### config.mk
export PLATFORM = sky130hd
export DESIGN_NAME = accel_irq_wake_routing
export DESIGN_NICKNAME = d
export VERILOG_FILES = /design/src/airq_pkg.sv /design/src/accel_irq_wake_routing.sv /design/src/airq_pin_drv.sv
export SDC_FILE = /design/constraint.sdc
export NUM_CORES = 1
export LEC_CHECK = 0
export BUFFER_PORTS_ARGS = -buffer_cell sky130_fd_sc_hd__buf_2
export CAP_MARGIN = 20
export CORE_MARGIN = 2
export CORE_UTILIZATION = 48
export DETAILED_ROUTE_END_ITERATION = 8
export GPL_TIMING_DRIVEN = 0
export MAX_ROUTING_LAYER = met4
export PLACE_DENSITY = 0.82
export SLEW_MARGIN = 30
export SYNTH_ARGS = -nofsm -noshare
export SYNTH_HDL_FRONTEND = slang
export SYNTH_SLANG_ARGS = --single-unit
export TNS_END_PERCENT = 30
### constraint.sdc
create_clock -name ref_clk_i -period 1.7 [get_ports ref_clk_i]
set_input_delay 0.085 -clock ref_clk_i [delete_from_list [all_inputs] [get_ports ref_clk_i]]
set_output_delay 0.085 -clock ref_clk_i [all_outputs]
set_load 0.02 [all_outputs]
### src/airq_pkg.sv
package airq_pkg;
    // Register byte addresses
    localparam logic [7:0] ADDR_SYS_MODE = 8'h14;
    localparam logic [7:0] ADDR_IRQ_SOURCE = 8'h15;
    localparam logic [7:0] ADDR_WAKE_CTRL = 8'h3A;
    localparam logic [7:0] ADDR_ENABLE = 8'h3B;
    localparam logic [7:0] ADDR_ROUTING = 8'h3C;
    localparam logic [7:0] ADDR_OFF_X = 8'h3D;
    localparam logic [7:0] ADDR_OFF_Y = 8'h3E;
    localparam logic [7:0] ADDR_OFF_Z = 8'h3F;
    // Reset values
    localparam logic [7:0] RST_BYTE = 8'h00;
    // Control field positions
    localparam int BIT_GATE = 7;
    localparam int BIT_WAKE_HI = 6;
    localparam int BIT_WAKE_LO = 2;
    localparam int BIT_POL = 1;
    localparam int BIT_DRIVE = 0;
    localparam int BIT_HOLD_ERR = 6;
    // Source bit positions
    localparam int SRC_AUTOSLEEP = 7;
    localparam int SRC_FIFO = 6;
    localparam int SRC_SAMPLE_READY = 0;
    localparam int NUM_SRC = 8;
    localparam int NUM_WAKE = 5;
    // Offset weight, micro-g per count
    localparam int OFFSET_UG_PER_COUNT = 3906;
    typedef enum logic [1:0] {
        AIRQ_IDLE = 2'b00,
        AIRQ_GATED = 2'b01,
        AIRQ_ERR = 2'b11
    } airq_gate_t;
endpackage

### src/accel_irq_wake_routing.sv
`timescale 1ns/1ns
// Summary of operation
// Gate bit 0: flush FIFO on every wake/sleep change.
// Gate bit 1: keep FIFO on change, drop new samples until emptied.
// Gate set and FIFO unemptied at next sample raises hold error.
// Hold error clears once host empties the FIFO.
// Five wake-select bits let their function's interrupt wake sleep.
// Polarity bit: 0 asserts pins low, 1 asserts high; resets 0.
// Drive-type bit: 0 push-pull, 1 open drain; resets 0.
// Eight enable bits pass source flags to the controller; reset 0.
// Routing bit 0 sends source to pin b, 1 to pin a.
// Host reads source register to find which sources fired.
// Offset trims are signed bytes of 3.906 mg per count.
// X, Y, Z trims at three consecutive addresses, RW, reset zero.
// Enabled auto-sleep interrupt fires on each active/sleep change.
// FIFO keeps device awake but never wakes it.
// Pin active while any enabled routed source is pending.
module accel_irq_wake_routing #(
    parameter int NSRC = airq_pkg::NUM_SRC
) (
    // Clock and reset
    input wire logic ref_clk_i,
    input wire logic rst_i,
    // Register port
    input wire logic [7:0] reg_addr_i,
    input wire logic reg_wr_i,
    input wire logic reg_rd_i,
    input wire logic [7:0] reg_wdata_i,
    output logic [7:0] reg_rdata_o,
    // Detection events, bit order as enable register
    input wire logic [NSRC-1:0] src_event_i,
    input wire logic [NSRC-1:0] src_ack_i,
    // System mode and FIFO
    input wire logic sleeping_i,
    input wire logic sample_strobe_i,
    input wire logic fifo_empty_i,
    input wire logic fifo_active_i,
    output logic fifo_flush_o,
    output logic sample_accept_o,
    output logic wake_req_o,
    output logic keep_awake_o,
    // Offset trims
    output logic [7:0] x_offset_trim_o,
    output logic [7:0] y_offset_trim_o,
    output logic [7:0] z_offset_trim_o,
    // Interrupt pads
    output logic irq_pin_a_o,
    output logic irq_pin_a_oe_o,
    output logic irq_pin_b_o,
    output logic irq_pin_b_oe_o
);
    logic [7:0] wake_ctl_q;
    logic [NSRC-1:0] enable_q;
    logic [NSRC-1:0] route_q;
    logic [7:0] trim_q [3];
    logic [NSRC-1:0] pend_q;
    logic sleep_q;
    logic hold_err_q;
    airq_pkg::airq_gate_t gate_q;
    logic mode_change;
    logic gate_on;
    logic [NSRC-1:0] live;
    logic [NSRC-1:0] set_ev;

    function automatic logic hit(input logic [7:0] a, input logic [7:0] b);
        return reg_wr_i && (a == b);
    endfunction

    assign gate_on = wake_ctl_q[airq_pkg::BIT_GATE];
    assign mode_change = sleeping_i != sleep_q;

    // Registers
    always_ff @(posedge ref_clk_i or posedge rst_i) begin
        if (rst_i) begin
            wake_ctl_q <= airq_pkg::RST_BYTE;
            enable_q <= '0;
            route_q <= '0;
        end else begin
            if (hit(reg_addr_i, airq_pkg::ADDR_WAKE_CTRL)) begin
                wake_ctl_q <= reg_wdata_i;
            end
            if (hit(reg_addr_i, airq_pkg::ADDR_ENABLE)) begin
                enable_q <= reg_wdata_i[NSRC-1:0];
            end
            if (hit(reg_addr_i, airq_pkg::ADDR_ROUTING)) begin
                route_q <= reg_wdata_i[NSRC-1:0];
            end
        end
    end

    // Offset trims, passed on as signed counts
    genvar g;
    generate
        for (g = 0; g < 3; g++) begin : g_trim
            always_ff @(posedge ref_clk_i or posedge rst_i) begin
                if (rst_i) begin
                    trim_q[g] <= airq_pkg::RST_BYTE;
                end else if (hit(reg_addr_i,
                        8'(airq_pkg::ADDR_OFF_X + 8'(g)))) begin
                    trim_q[g] <= reg_wdata_i;
                end
            end
        end
    endgenerate
    assign x_offset_trim_o = trim_q[0];
    assign y_offset_trim_o = trim_q[1];
    assign z_offset_trim_o = trim_q[2];

    // Mode tracking
    always_ff @(posedge ref_clk_i or posedge rst_i) begin
        if (rst_i) begin
            sleep_q <= 1'b0;
        end else begin
            sleep_q <= sleeping_i;
        end
    end

    // Auto-sleep source is generated here from the mode change
    always_comb begin
        set_ev = src_event_i;
        set_ev[airq_pkg::SRC_AUTOSLEEP] = mode_change;
    end

    // Pending flags; a new event wins over an acknowledge
    always_ff @(posedge ref_clk_i or posedge rst_i) begin
        if (rst_i) begin
            pend_q <= '0;
        end else begin
            pend_q <= (pend_q & ~src_ack_i) | (set_ev & enable_q);
        end
    end

    assign live = pend_q & enable_q;

    // Wake from sleep only through selected detection functions
    always_comb begin
        logic [4:0] wk;
        wk = wake_ctl_q[airq_pkg::BIT_WAKE_HI:airq_pkg::BIT_WAKE_LO];
        // Sources 5..1: transient, orientation, tap, motion one, two
        wake_req_o = sleeping_i && |(wk & src_event_i[5:1]);
    end
    assign keep_awake_o = fifo_active_i;

    // FIFO gate across mode changes
    always_ff @(posedge ref_clk_i or posedge rst_i) begin
        if (rst_i) begin
            gate_q <= airq_pkg::AIRQ_IDLE;
        end else begin
            unique case (gate_q)
                airq_pkg::AIRQ_IDLE: begin
                    if (mode_change && gate_on && !fifo_empty_i) begin
                        gate_q <= airq_pkg::AIRQ_GATED;
                    end
                end
                airq_pkg::AIRQ_GATED: begin
                    if (fifo_empty_i) begin
                        gate_q <= airq_pkg::AIRQ_IDLE;
                    end else if (sample_strobe_i) begin
                        gate_q <= airq_pkg::AIRQ_ERR;
                    end
                end
                airq_pkg::AIRQ_ERR: begin
                    if (fifo_empty_i) begin
                        gate_q <= airq_pkg::AIRQ_IDLE;
                    end
                end
                default: gate_q <= airq_pkg::AIRQ_IDLE;
            endcase
        end
    end
    assign hold_err_q = gate_q == airq_pkg::AIRQ_ERR;

    assign fifo_flush_o = mode_change && !gate_on;
    assign sample_accept_o = sample_strobe_i &&
        gate_q == airq_pkg::AIRQ_IDLE;

    // Read mux, registered
    always_ff @(posedge ref_clk_i or posedge rst_i) begin
        if (rst_i) begin
            reg_rdata_o <= airq_pkg::RST_BYTE;
        end else if (reg_rd_i) begin
            unique case (reg_addr_i)
                airq_pkg::ADDR_SYS_MODE:
                    reg_rdata_o <= {1'b0, hold_err_q, 5'h00, sleep_q};
                airq_pkg::ADDR_IRQ_SOURCE: reg_rdata_o <= 8'(live);
                airq_pkg::ADDR_WAKE_CTRL: reg_rdata_o <= wake_ctl_q;
                airq_pkg::ADDR_ENABLE: reg_rdata_o <= 8'(enable_q);
                airq_pkg::ADDR_ROUTING: reg_rdata_o <= 8'(route_q);
                airq_pkg::ADDR_OFF_X: reg_rdata_o <= trim_q[0];
                airq_pkg::ADDR_OFF_Y: reg_rdata_o <= trim_q[1];
                airq_pkg::ADDR_OFF_Z: reg_rdata_o <= trim_q[2];
                default: reg_rdata_o <= 8'h00;
            endcase
        end
    end

    // Pins
    airq_pin_drv u_pin_a (
        .active_i(|(live & route_q)),
        .polarity_i(wake_ctl_q[airq_pkg::BIT_POL]),
        .open_drain_i(wake_ctl_q[airq_pkg::BIT_DRIVE]),
        .pad_o(irq_pin_a_o),
        .pad_oe_o(irq_pin_a_oe_o)
    );
    airq_pin_drv u_pin_b (
        .active_i(|(live & ~route_q)),
        .polarity_i(wake_ctl_q[airq_pkg::BIT_POL]),
        .open_drain_i(wake_ctl_q[airq_pkg::BIT_DRIVE]),
        .pad_o(irq_pin_b_o),
        .pad_oe_o(irq_pin_b_oe_o)
    );

    gate_err_a: assert property (@(posedge ref_clk_i) disable iff (rst_i)
        gate_q == airq_pkg::AIRQ_GATED && !fifo_empty_i && sample_strobe_i
        |=> hold_err_q) else $error("hold error not raised");
    err_clear_a: assert property (@(posedge ref_clk_i) disable iff (rst_i)
        fifo_empty_i |=> !hold_err_q) else $error("hold error kept");
    flush_a: assert property (@(posedge ref_clk_i) disable iff (rst_i)
        $changed(sleeping_i) && !gate_on |-> fifo_flush_o)
        else $error("no flush on mode change");
    drop_a: assert property (@(posedge ref_clk_i) disable iff (rst_i)
        gate_q != airq_pkg::AIRQ_IDLE |-> !sample_accept_o)
        else $error("sample taken while gated");
    aslp_irq_a: assert property (@(posedge ref_clk_i) disable iff (rst_i)
        mode_change && enable_q[7] |=> pend_q[7])
        else $error("auto-sleep flag missing");
    wake_a: assert property (@(posedge ref_clk_i) disable iff (rst_i)
        wake_req_o |-> sleeping_i && |src_event_i[5:1])
        else $error("bad wake");
    pin_b_a: assert property (@(posedge ref_clk_i) disable iff (rst_i)
        |(live & ~route_q) |-> irq_pin_b_o == wake_ctl_q[1])
        else $error("pin b not active");
    pin_a_a: assert property (@(posedge ref_clk_i) disable iff (rst_i)
        !(|(live & route_q)) && !wake_ctl_q[0]
        |-> irq_pin_a_o == !wake_ctl_q[1] && irq_pin_a_oe_o)
        else $error("pin a not idle");
    pend_a: assert property (@(posedge ref_clk_i) disable iff (rst_i)
        src_event_i[0] && enable_q[0] |=> pend_q[0])
        else $error("enabled event not latched");
    cov_gate: cover property (@(posedge ref_clk_i) hold_err_q);
    cov_pin_a: cover property (@(posedge ref_clk_i) |(live & route_q));
    cov_wake: cover property (@(posedge ref_clk_i) wake_req_o);
endmodule

### src/airq_pin_drv.sv
`timescale 1ns/1ns
module airq_pin_drv (
    // Request and pin control
    input wire logic active_i,
    input wire logic polarity_i,
    input wire logic open_drain_i,
    // Pad
    output logic pad_o,
    output logic pad_oe_o
);
    always_comb begin
        // Polarity applied to the asserted level
        pad_o = active_i ? polarity_i : ~polarity_i;
        // Open drain only drives the asserted level, for either polarity
        if (open_drain_i) begin
            pad_oe_o = active_i;
        end else begin
            pad_oe_o = 1'b1;
        end
    end
endmodule

======== Yosys cells after proc, flatten, opt, wreduce, memory -nomap -nowiden ========
Cells that the tools add are included.
W data, S select, Z words.
cells by class
  equal/unequal tests ..................... 14
  mux-type cells .......................... 10
  bitwise operators ....................... 10
  reductions and logical operators ........ 18
operator list
  kind                  number
  $pmux W8 S8           1
  $eq A8 B6 Y1 const B  6
  $and A8 B8 Y8         5
  $eq A8 B5 Y1 const B  2
  $not A8 Y8            2
  $reduce_or A8 Y1      2
  $logic_and A1 B1 Y1   11
  $mux W2               4
  $or A8 B8 Y8          1
  $pmux W2 S3           1
  $and A5 B5 Y5         1
  $reduce_or A5 Y1      1
  $mux W1               4
  $ne A2 B2 Y1 const B  2
  $ne A3 B3 Y1 const B  1
  $reduce_and A3 Y1     1
  $eq A2 B1 Y1 const B  1
  $eq A2 B2 Y1 const B  1
  $logic_not A1 Y1      2
  $logic_not A2 Y1      1
  $ne A1 B1 Y1          1
  $not A1 Y1            1
storage, ports and cells
  bits in registers ....................... 67
  output and inout port bits .............. 40
  logic and storage cells ................. 62

======== Logic depth before layout (Yosys ltp) ========
Gate-level depths: netlist (run 1).
  word-level depth ........................ 5
  gate-level depth with buffers ........... 6
  gate-level depth less buffers ........... 4

======== By module ========
From an unflattened synthesis (run 1), not the netlist that was laid out.
unflattened totals
  cells, all modules ...................... 281
  area, all modules ....................... 3374.5 um^2
by module, submodules not included
  module                  instances  cells each  area each (um^2)
  accel_irq_wake_routing  1          277         3344.5
  airq_pin_drv            2          2           15.0

======== Least setup slack after synthesis (run 1) ========
OpenSTA, ideal clock, no wires.
  kind .................................... register -> register
  start point ............................. reg trim_q, in the netlist z_offset_trim_o[0]
  end point ............................... reg reg_rdata_o[0]
  setup time .............................. 0.137 ns
  data arrival time ....................... 1.397 ns
  required time ........................... 1.563 ns
  slack ................................... 0.166 ns
  cell stages (with the launch flop) ...... 5
  path buffers ............................ 0
  clock period less this slack ............ 1.534 ns
  cells stage by stage .................... dfrtp_1 > mux4_2 > and3_1 > a311oi_1 > o22ai_1
on the way
  longest elaborated chain between the ends .. 1
ends and longest elaborated chain
  item                             line                           source
  start, declared                  accel_irq_wake_routing.sv:55   logic [7:0] trim_q [3];
  start signal, assigned by index  accel_irq_wake_routing.sv:97   trim_q[g] <= airq_pkg::RST_BYTE;
  start signal, assigned by index  accel_irq_wake_routing.sv:100  trim_q[g] <= reg_wdata_i;
  $pmux W8 S8                      accel_irq_wake_routing.sv:182  unique case (reg_addr_i)
  end signal, assigned             accel_irq_wake_routing.sv:184  reg_rdata_o <= {1'b0, hold_err_q, 5'h00, sleep_q};
  end signal, assigned             accel_irq_wake_routing.sv:185  airq_pkg::ADDR_IRQ_SOURCE: reg_rdata_o <= 8'(live);
  end signal, assigned             accel_irq_wake_routing.sv:186  airq_pkg::ADDR_WAKE_CTRL: reg_rdata_o <= wake_ctl_q;
  end, declared                    accel_irq_wake_routing.sv:29   output logic [7:0] reg_rdata_o,
Every way passes these cells.
A chain may end at the register's enable or synchronous reset.

======== Worst setup path after layout (run 1) ========
  start point ............................. reg enable_q[7]
  end point ............................... out irq_pin_b_o
on the way
  longest elaborated chain between the ends .. 4
ends and longest elaborated chain
  item                    line                           source
  start, declared         accel_irq_wake_routing.sv:53   logic [NSRC-1:0] enable_q;
  start signal, assigned  accel_irq_wake_routing.sv:83   enable_q <= reg_wdata_i[NSRC-1:0];
  $and A8 B8 Y8           accel_irq_wake_routing.sv:133  assign live = pend_q & enable_q;
  $and A8 B8 Y8           accel_irq_wake_routing.sv:206  .active_i(|(live & ~route_q)),
  $reduce_or A8 Y1        accel_irq_wake_routing.sv:206
  $mux W1                 airq_pin_drv.sv:13             pad_o = active_i ? polarity_i : ~polarity_i;
  end, declared           accel_irq_wake_routing.sv:49   output logic irq_pin_b_o,
Every way passes these cells.

==> impl_metrics.yaml, run 1 <==
status:
  outcome: "finished, violations left"
  violations: "setup timing"
final_layout:
  num_antenna_cells: 0
  drive_above_1_share_pct: 46.4
  num-nets-final: 443
  final_cells: 503
  utilization_pct: 65.3
  synthToLayoutAreaGrowth_pct: 31.3
  final_area_um2: 4440
worst_setup_path:
  cp_slowest_cell: "dfrtp_1"
  crit_family: "flip-flops"
  crit_chain: "nand2_2, o22ai_2, nor4_2, buf_4, xor2_1, buf_4"
  critPathCaptureType: "primary output"
  critPathArrivalTime_ns: 1.74
  setup.worst_path.class: "register to primary output"
  worstPathMaxFanout: 5
  cp_common_cell: "buf_4"
  critPathBufInv: 2
  critPathRequiredTime_ns: 1.62
  critPathLaunchType: "register"
  cpPeakStageDelay_ns: 0.44
global_routing:
  grt_pass1_vias: 2868
  antenna_found_initial: 0
  grt_max_degree: 32
  grt_first_pass_wirelength_um: 15000
  track_usage_pct: 27.1
  grt_overflow: 0
yosys:
  ys_ff_latch: 67
  synthFlopType: "dfrtp_1"
  yosys_warnings: 0
  syn_nets: 326
  synth.distinct_cells: 50
  synth.avg_cell_area_um2: 11.8
  synth_area_um2: 3380
  synthCells: 286
  synth_edf_count: 0
  async_flop_share_pct: 100
  seq_area_frac_synth_pct: 49.6
die:
  fp.coreArea_um2: 6790
  dieArea_um2: 7720
  start_util_pct: 49.7
  die_w_um: 87.9
  pin_count: 80
  rows: 30
  die_y_um: 87.9
cts:
  cts_tree: "done"
  htreeDepth: 3
  cts.clk_slew.worst_paths_ns: 0.07
  cts.sinks: 67
  root_buffer: "clkbuf_8"
  clockBufferDepth: 2
  cts_buffers: 9
  worstSkewPairLatency_ns: 0.35
sta:
  skew_ns: 0.00847
  max-slew-margin-rel_pct: 59.9
  final.min_clock_period_ns: 1.82
  final_max_slew_viol_count: 0
  hold_viol: 0
  setup-violations-final: 2
  setup_ws_ns: -0.120
  rsz0062_at_grt: "true"
  fmax_mhz: 549
  final.period_utilization_pct: 107
  tightest_slew_ns: 0.601
routing:
  vias_per_cell: 6.01
  vias: 3023
  wire_per_inst_um: 19.5
  drt_pass1_iterations: 5
  drt_wl_total_um: 9830
  ant_nets: 0
  drt_iter0_drc: 313
  post-route-drc-count: 0
pwr:
  finalPower_mw: 3.64
  peakVddDrop_mv: 0.534
  power_density_nw_per_um2: 819
  p_leak_nw: 2.13
placement:
  gp_routability_congestion: 0.857
  dp_hpwl_um: 6710
  io_buffers: 74
  place_area_um2: 3910
  dp_slack_ns: -0.161
  place_inst: 458
flow_run:
  drv_cap: 0
min_path:
  hold_class: "input port to register"
==> final timing paths <==
| check | from | endpoint | slack, ns | depth (start not counted) |
|---|---|---|---|---|
| worst min-delay path | sample_strobe_i | gate_q[1] | 0.02 | 3 |
| min in group asynchronous | rst_i | route_q[4] | 0.22 | 3 |
| worst max register to register | route_q[6] | reg_rdata_o[6] | 0.09 | 4 |
| worst min register to register | reg_rdata_o[7] | reg_rdata_o[7] | 0.50 | 2 |
| worst max-delay path | enable_q[7] | irq_pin_b_o | -0.12 | 6 |
| max in group asynchronous | rst_i | enable_q[6] | 1.04 | 4 |
==> metal layers <==
layer	track usage [%]	share of wire [%]	vias to the layer above
met2	40.6	47	186
met5	-	0	-
met4	11.3	2.8	0
met3	4.90	8.1	35
met1	36.6	42	1491
li1	-	-	1311
==> tightest hold or removal path, cell delays in order <==
cell and delay (ns):
buf_2 0.11, nor2_1 0.09, nor3b_1 0.05
==> stage by stage <==
step	hold slack (ns)	setup TNS (ns)
after floorplan	0.116	0
after global placement	0.255	-2.50
after detailed placement	0.0479	-4.43
after CTS	0.00999	-0.0542
after global routing	0.0133	-0.270
final	0.0243	-0.142
==> repair_timing <==
item                                    in CTS  in global routing
gates resized for setup                      8                  5
endpoints found under the setup margin       3                  4
hold endpoints to repair                    78                  0
hold buffers                                18                  0
setup buffers                                6                  6
pin swaps                                    4                  3
==> cell usage in the layout, fill, tap and decap left out, types with 9 or more instances in the layout <==
| master | instances |
|---|---|
| nand3_1 | 12 |
| mux2_2 | 50 |
| buf_2 | 77 |
| nand2_1 | 18 |
| dfrtp_1 | 62 |
| inv_1 | 13 |
| dlygate4sd3_1 | 18 |
| nand2b_1 | 9 |
| clkbuf_8 | 13 |
| buf_4 | 15 |
| o21ai_0 | 10 |
==> cell type report <==
type                       count  area, um^2
buffer                        11        68.8
multi-input combinational    194        1610
tap                           96         120
fill                         517        2360
inverter                      14        56.3
clock buffer                  14         183
timing repair buffer         106         683
clock inverter                 1        30.0
sequential                    67        1680
==> sequential cells by signal (all words and copies together), names as in the netlist <==
signal / flops
x_offset_trim_o: 8
reg_rdata_o: 8
z_offset_trim_o: 8
wake_ctl_q: 8
y_offset_trim_o: 8
sleep_q: 1
gate_q: 2
pend_q: 8
route_q: 8
enable_q: 8
==> cells by family (layout without fill, tap and decap cells) <==
logic type	count (synthesis)	in the layout	synth area share, %
buffers and inverters	25	146	3.59
XOR/XNOR	4	4	1.04
flip-flops	67	67	49.6
AO/OA/AOI/OAI	54	54	12.4
multiplexers	55	55	18.9
AND/OR/NAND/NOR	81	81	14.4
==> synthesized netlist by cell type (all sizes together) (3+ instances only) <==
cell type | instances | area (um^2)
a221o | 3 | 30.0
a22o | 5 | 43.8
a22oi | 6 | 45.0
a32oi | 5 | 43.8
and3 | 7 | 43.8
buf | 9 | 61.3
dfrtp | 67 | 1680
inv | 14 | 52.6
mux2 | 50 | 563
mux2i | 3 | 30.0
nand2 | 20 | 75.1
nand2b | 9 | 56.3
nand3 | 12 | 60.1
nand4 | 3 | 33.8
nor2 | 12 | 57.6
nor2b | 4 | 25.0
nor3b | 3 | 33.8
o21ai | 10 | 50.1
o221ai | 6 | 58.8
o22ai | 6 | 37.5
xor2 | 3 | 26.3
==> power breakdown <==
part | total, mW | switching, mW | internal [mW]
Sequential | 1.74 | 0.0753 | 1.66
Clock | 1.43 | 0.604 | 0.831
Combinational | 0.464 | 0.253 | 0.211
Total | 3.64 | 0.932 | 2.70
(Power assumes the default switching activity.)
==> run 2, diff against run 1 <==
--- a/config.mk
+++ b/config.mk
@@ -5,11 +5,11 @@
 export SDC_FILE = /design/constraint.sdc
 export NUM_CORES = 1
 export LEC_CHECK = 0
-export BUFFER_PORTS_ARGS = -buffer_cell sky130_fd_sc_hd__buf_2
 export CAP_MARGIN = 20
 export CORE_MARGIN = 2
-export CORE_UTILIZATION = 48
+export CORE_UTILIZATION = 57
 export DETAILED_ROUTE_END_ITERATION = 8
+export DONT_BUFFER_PORTS = 1
 export GPL_TIMING_DRIVEN = 0
 export MAX_ROUTING_LAYER = met4
 export PLACE_DENSITY = 0.82
==> run 2 against run 1 <==
  * Via count down 9.1%
  * The run still ends with setup timing left
  * Clock skew shrank 0.0037 ns
  * Total power decreased by 9.3%
==> impl_metrics.yaml, run 2 (synthesized netlist as in run 1, its figures left out) <==
routing:
  wire_per_inst_um: 22.7
  drt_wl_total_um: 9310
  ant_nets: 0
  drt_iter0_drc: 301
  vias_per_cell: 6.70
  drt_pass1_iterations: 6
  vias: 2749
  post-route-drc-count: 0
global_routing:
  grt_first_pass_wirelength_um: 14400
  grt_pass1_vias: 2815
  track_usage_pct: 31.1
  grt_max_degree: 31
  antenna_found_initial: 0
  grt_overflow: 0
worst_setup_path:
  critPathCaptureType: "register"
  critPathRequiredTime_ns: 1.91
  setup.worst_path.class: "register to register"
  cpPeakStageDelay_ns: 0.52
  cp_slowest_cell: "mux4_2"
  critPathBufInv: 0
  critPathLaunchType: "register"
  crit_family: "multiplexers"
  critPathArrivalTime_ns: 1.94
  crit_chain: "mux4_2, and3_1, a311oi_1, o22ai_1"
  worstPathMaxFanout: 3
sta:
  skew_ns: 0.00480
  fmax_mhz: 578
  final_max_slew_viol_count: 0
  max-slew-margin-rel_pct: 42.9
  final.min_clock_period_ns: 1.73
  tightest_slew_ns: 0.848
  rsz0062_at_grt: "true"
  setup-violations-final: 3
  hold_viol: 0
  final.period_utilization_pct: 102
  setup_ws_ns: -0.0313
flow_run:
  drv_cap: 0
die:
  pin_count: 80
  fp.coreArea_um2: 5820
  rows: 28
  die_y_um: 81.0
  start_util_pct: 58.1
  dieArea_um2: 6560
  die_w_um: 81.0
cts:
  cts_buffers: 9
  cts.sinks: 67
  cts_tree: "done"
  htreeDepth: 3
  clockBufferDepth: 2
  worstSkewPairLatency_ns: 0.34
  root_buffer: "clkbuf_8"
  cts.clk_slew.worst_paths_ns: 0.06
final_layout:
  final_cell_mix: "64 x dfrtp_1, 50 x mux2_2, 27 x dlygate4sd3_1, 19 x nand2_1, 13 x inv_1"
  drive_above_1_share_pct: 30.7
  num-nets-final: 370
  utilization_pct: 69.5
  num_antenna_cells: 0
  synthToLayoutAreaGrowth_pct: 19.7
  final_area_um2: 4040
  final_common_cell: "dfrtp_1"
pwr:
  power_density_nw_per_um2: 815
  peakVddDrop_mv: 0.541
  p_leak_nw: 1.77
placement:
  gp_routability_congestion: 0.910
  io_buffers: 0
  place_area_um2: 3520
  dp_hpwl_um: 6170
status:
  outcome: "finished, violations left"
  violations: "setup timing"
min_path:
  hold_class: "input port to register"
-- run 2: cell types whose count changed in the layout (fill, tap and decap cells not counted), sizes merged --
| cell | delta |
|---|---|
| bufinv | -1 |
| buf | -82 |
| dlygate4sd3 | +9 |
| clkinv | +2 |
-- run 2: timing repair --
item / 4_1_cts / 5_1_grt
resized for setup: 5 / 5
buffers inserted: 1 / 3
hold buffers: 27 / 0
pin swaps: 2 / 0
endpoints found under the setup margin: 4 / 6
endpoints found under the hold margin: 96 / 0
-- run 2: cell type report --
type	instances	area [um^2]
Timing Repair Buffer	33	348
Multi-Input combinational cell	194	1620
Sequential cell	67	1680
Buffer	11	68.8
Inverter	14	56.3
Clock buffer	14	163
Fill cell	421	1770
Clock inverter	2	10.0
Tap cell	75	93.8
-- run 2: layer usage --
| layer | global-route usage, % | share of wire [%] | wire (um) |
|---|---|---|---|
| met2 | 47.2 | 48 | 4450 |
| met5 | - | 0 | 0 |
| met4 | 16.6 | 4.3 | 400 |
| met3 | 10.0 | 11 | 1060 |
| met1 | 37.0 | 37 | 3400 |
-- run 2: worst paths after layout --
check                      slack [ns]  cells after the start                  to                from
setup / recovery                -0.03                      4      reg_rdata_o[6]  z_offset_trim_o[6]
hold / removal                  0.008                      3           pend_q[7]          sleeping_i
setup reg to reg                -0.03                      4      reg_rdata_o[6]  z_offset_trim_o[6]
hold reg to reg                  0.54                      1       wake_ctl_q[4]       wake_ctl_q[4]
max in group asynchronous        0.78                      4      reg_rdata_o[4]               rst_i
min in group asynchronous        0.25                      2  x_offset_trim_o[6]               rst_i
-- run 2: worst min-delay path, stage by stage --
cell and delay [ns]:
xor2_1 0.08, nand2_1 0.07, o21ai_0 0.07
-- run 2: power by group --
| group | internal, mW | switching, mW |
|---|---|---|
| clock network | 0.606 | 0.571 |
| logic | 0.164 | 0.180 |
| registers | 1.66 | 0.114 |
| total | 2.43 | 0.865 |
-- run 2: stage by stage --
step           total power [mW]  setup TNS [ns]  instances  setup WS, ns  hold slack (ns)
2_1_floorplan              1.98               0        286         0.166            0.116
3_3_place_gp               2.03               0        361       0.00651            0.117
3_5_place_dp               2.06         -0.0124        363       -0.0124         -0.00207
4_1_cts                    3.29         -0.0263        407       -0.0263         0.000342
5_1_grt                    3.41          -0.261        410       -0.0855           0.0289
6_report                   3.30         -0.0562        410       -0.0313          0.00786
==> run 3, diff against run 2 <==
--- a/config.mk
+++ b/config.mk
@@ -6,14 +6,15 @@
 export NUM_CORES = 1
 export LEC_CHECK = 0
 export CAP_MARGIN = 20
+export CORE_ASPECT_RATIO = 0.6
 export CORE_MARGIN = 2
-export CORE_UTILIZATION = 57
+export CORE_UTILIZATION = 33
 export DETAILED_ROUTE_END_ITERATION = 8
 export DONT_BUFFER_PORTS = 1
 export GPL_TIMING_DRIVEN = 0
 export MAX_ROUTING_LAYER = met4
-export PLACE_DENSITY = 0.82
-export SLEW_MARGIN = 30
+export PLACE_DENSITY = 0.55
+export SLEW_MARGIN = 20
 export SYNTH_ARGS = -nofsm -noshare
 export SYNTH_HDL_FRONTEND = slang
 export SYNTH_SLANG_ARGS = --single-unit
==> run 3 against run 2 <==
  * The flow still finishes with violations (setup timing)
  * Combinational power hardly changed
  * Global-route usage is 10 points lower
  * Hold slack better by 0.099 ns
==> impl_metrics.yaml, run 3 (synthesized netlist as in run 1, its figures left out) <==
routing:
  vias_per_cell: 5.56
  drt_pass1_iterations: 4
  drt_wl_total_um: 10400
  drt_iter0_drc: 288
  post-route-drc-count: 0
  wire_per_inst_um: 22.1
  ant_nets: 0
  vias: 2621
worst_setup_path:
  r2r_slack_ns: 0.03
  path_depth: 4
  worstPathMaxFanout: 5
  critPathArrivalTime_ns: 1.66
  r2r_cells: 4
  critPathCaptureType: "primary output"
  r2r_start: "z_offset_trim_o[0]"
  cpPeakStageDelay_ns: 0.44
  crit_start: "enable_q[7]"
  crit_path_end: "irq_pin_b_o"
  critPathLaunchType: "register"
  timing.rr.end: "reg_rdata_o[0]"
  crit_family: "simple AND/OR/NAND/NOR gates"
  setup.worst_path.class: "register to primary output"
  cp_slowest_cell: "dfrtp_2"
  crit_chain: "nand2_2, o22ai_2, nor4_4, xor2_2"
  critPathRequiredTime_ns: 1.62
  critPathBufInv: 0
cts:
  worstSkewPairLatency_ns: 0.34
  htreeDepth: 3
  cts_buffers: 9
  clockBufferDepth: 2
  cts_tree: "done"
  cts.clk_slew.worst_paths_ns: 0.05
  cts.sinks: 67
  root_buffer: "clkbuf_16"
sta:
  final.period_utilization_pct: 102
  final_max_slew_viol_count: 0
  rsz0062_at_grt: "true"
  hold_viol: 0
  tightest_slew_ns: 0.708
  final.min_clock_period_ns: 1.74
  fmax_mhz: 574
  setup-violations-final: 2
  setup_ws_ns: -0.0421
  skew_ns: 0.00467
  max-slew-margin-rel_pct: 52.7
pwr:
  p_leak_nw: 1.84
  combPwrFrac_pct: 8.5
  power_density_nw_per_um2: 951
  p_sw_uw: 993
  peakVddDrop_mv: 0.482
  finalPower_mw: 4.08
  p_int_mw: 3.08
  p_seq_share_pct: 43.6
  clkPwrFrac_pct: 48.0
  switching_share_pct: 24.4
status:
  outcome: "finished, violations left"
  violations: "setup timing"
global_routing:
  antenna_found_initial: 1
  grt_pass1_vias: 2587
  grt_max_degree: 33
  grt_first_pass_wirelength_um: 16000
  grt_overflow: 0
  track_usage_pct: 20.6
placement:
  dp_slack_ns: -0.0635
  gp_routability_congestion: 0.883
  dp_hpwl_um: 7630
  io_buffers: 0
  place_area_um2: 3600
die:
  rows: 28
  pin_count: 80
  dieArea_um2: 11100
  die_w_um: 135
  die_y_um: 82.4
  fp.coreArea_um2: 9910
  start_util_pct: 34.1
final_layout:
  final_area_um2: 4290
  num-nets-final: 371
  drive_above_1_share_pct: 33.6
  final_common_cell: "dfrtp_1"
  final_cell_mix: "60 x dfrtp_1, 50 x mux2_2, 27 x dlygate4sd3_1, 18 x nand2_1, 13 x inv_1"
  num_antenna_cells: 0
  synthToLayoutAreaGrowth_pct: 26.9
min_path:
  hold_class: "input port to register"
flow_run:
  drv_cap: 0
## run 3: timing repair
action / CTS / global route
gates cloned: 0 / 0
hold buffers: 27 / 0
buffers inserted: 3 / 2
endpoints found under the setup margin: 3 / 5
pin swaps: 1 / 1
hold endpoints to repair: 126 / 0
gates resized for setup: 10 / 8
## run 3: metal layers
metal | GRT usage [%] | wire length, um | up-vias
met2 | 27.7 | 4290 | 105
met5 | - | 0 | -
met1 | 28.9 | 5070 | 1346
met3 | 7.26 | 937 | 9
li1 | - | - | 1161
met4 | 6.21 | 97 | 0
## run 3: area by class of cell
cell class	count	area [um^2]
Buffer	11	68.8
Clock inverter	3	45.0
Timing Repair Buffer	34	355
Tap cell	135	169
Multi-Input combinational cell	194	1640
Fill cell	926	5630
Inverter	14	56.3
Clock buffer	13	270
Sequential cell	67	1690
## run 3: worst min path at each step
stage	end	depth (start not counted)	slack (ns)	startpoint
after floorplan	sleep_q	0	0.12	sleeping_i
after global placement	sleep_q	0	0.12	sleeping_i
after detailed placement	x_offset_trim_o[3]	1	-0.04	rst_i
after CTS	reg_rdata_o[0]	3	0.09	reg_addr_i[6]
after global routing	reg_rdata_o[0]	3	0.1	reg_addr_i[6]
final	reg_rdata_o[0]	3	0.11	reg_addr_i[6]
## run 3: per-stage QoR
step	hold slack [ns]	util [%]	instances	TNS [ns]
finish	0.106	43.2	471	-0.0667
CTS	0.0852	42.9	469	-0.0418
floorplan	0.116	-	286	0
global route	0.0950	43.2	471	-0.189
global placement	0.117	35.8	421	-1.22
detailed placement	-0.0390	36.3	423	-1.53
## run 3: power groups by stage
stage	Combinational (mW)	Sequential [mW]	Clock, mW
global placement	0.248	1.80	0
floorplan	0.204	1.77	0
CTS	0.342	1.78	1.99
detailed placement	0.267	1.80	0
global route	0.380	1.79	2.07
finish	0.345	1.78	1.96
## run 3: worst min-delay path: cells and delay by family
kind	cells	cell delay (ns)
compound gates	2	0.26
simple gates	1	0.05
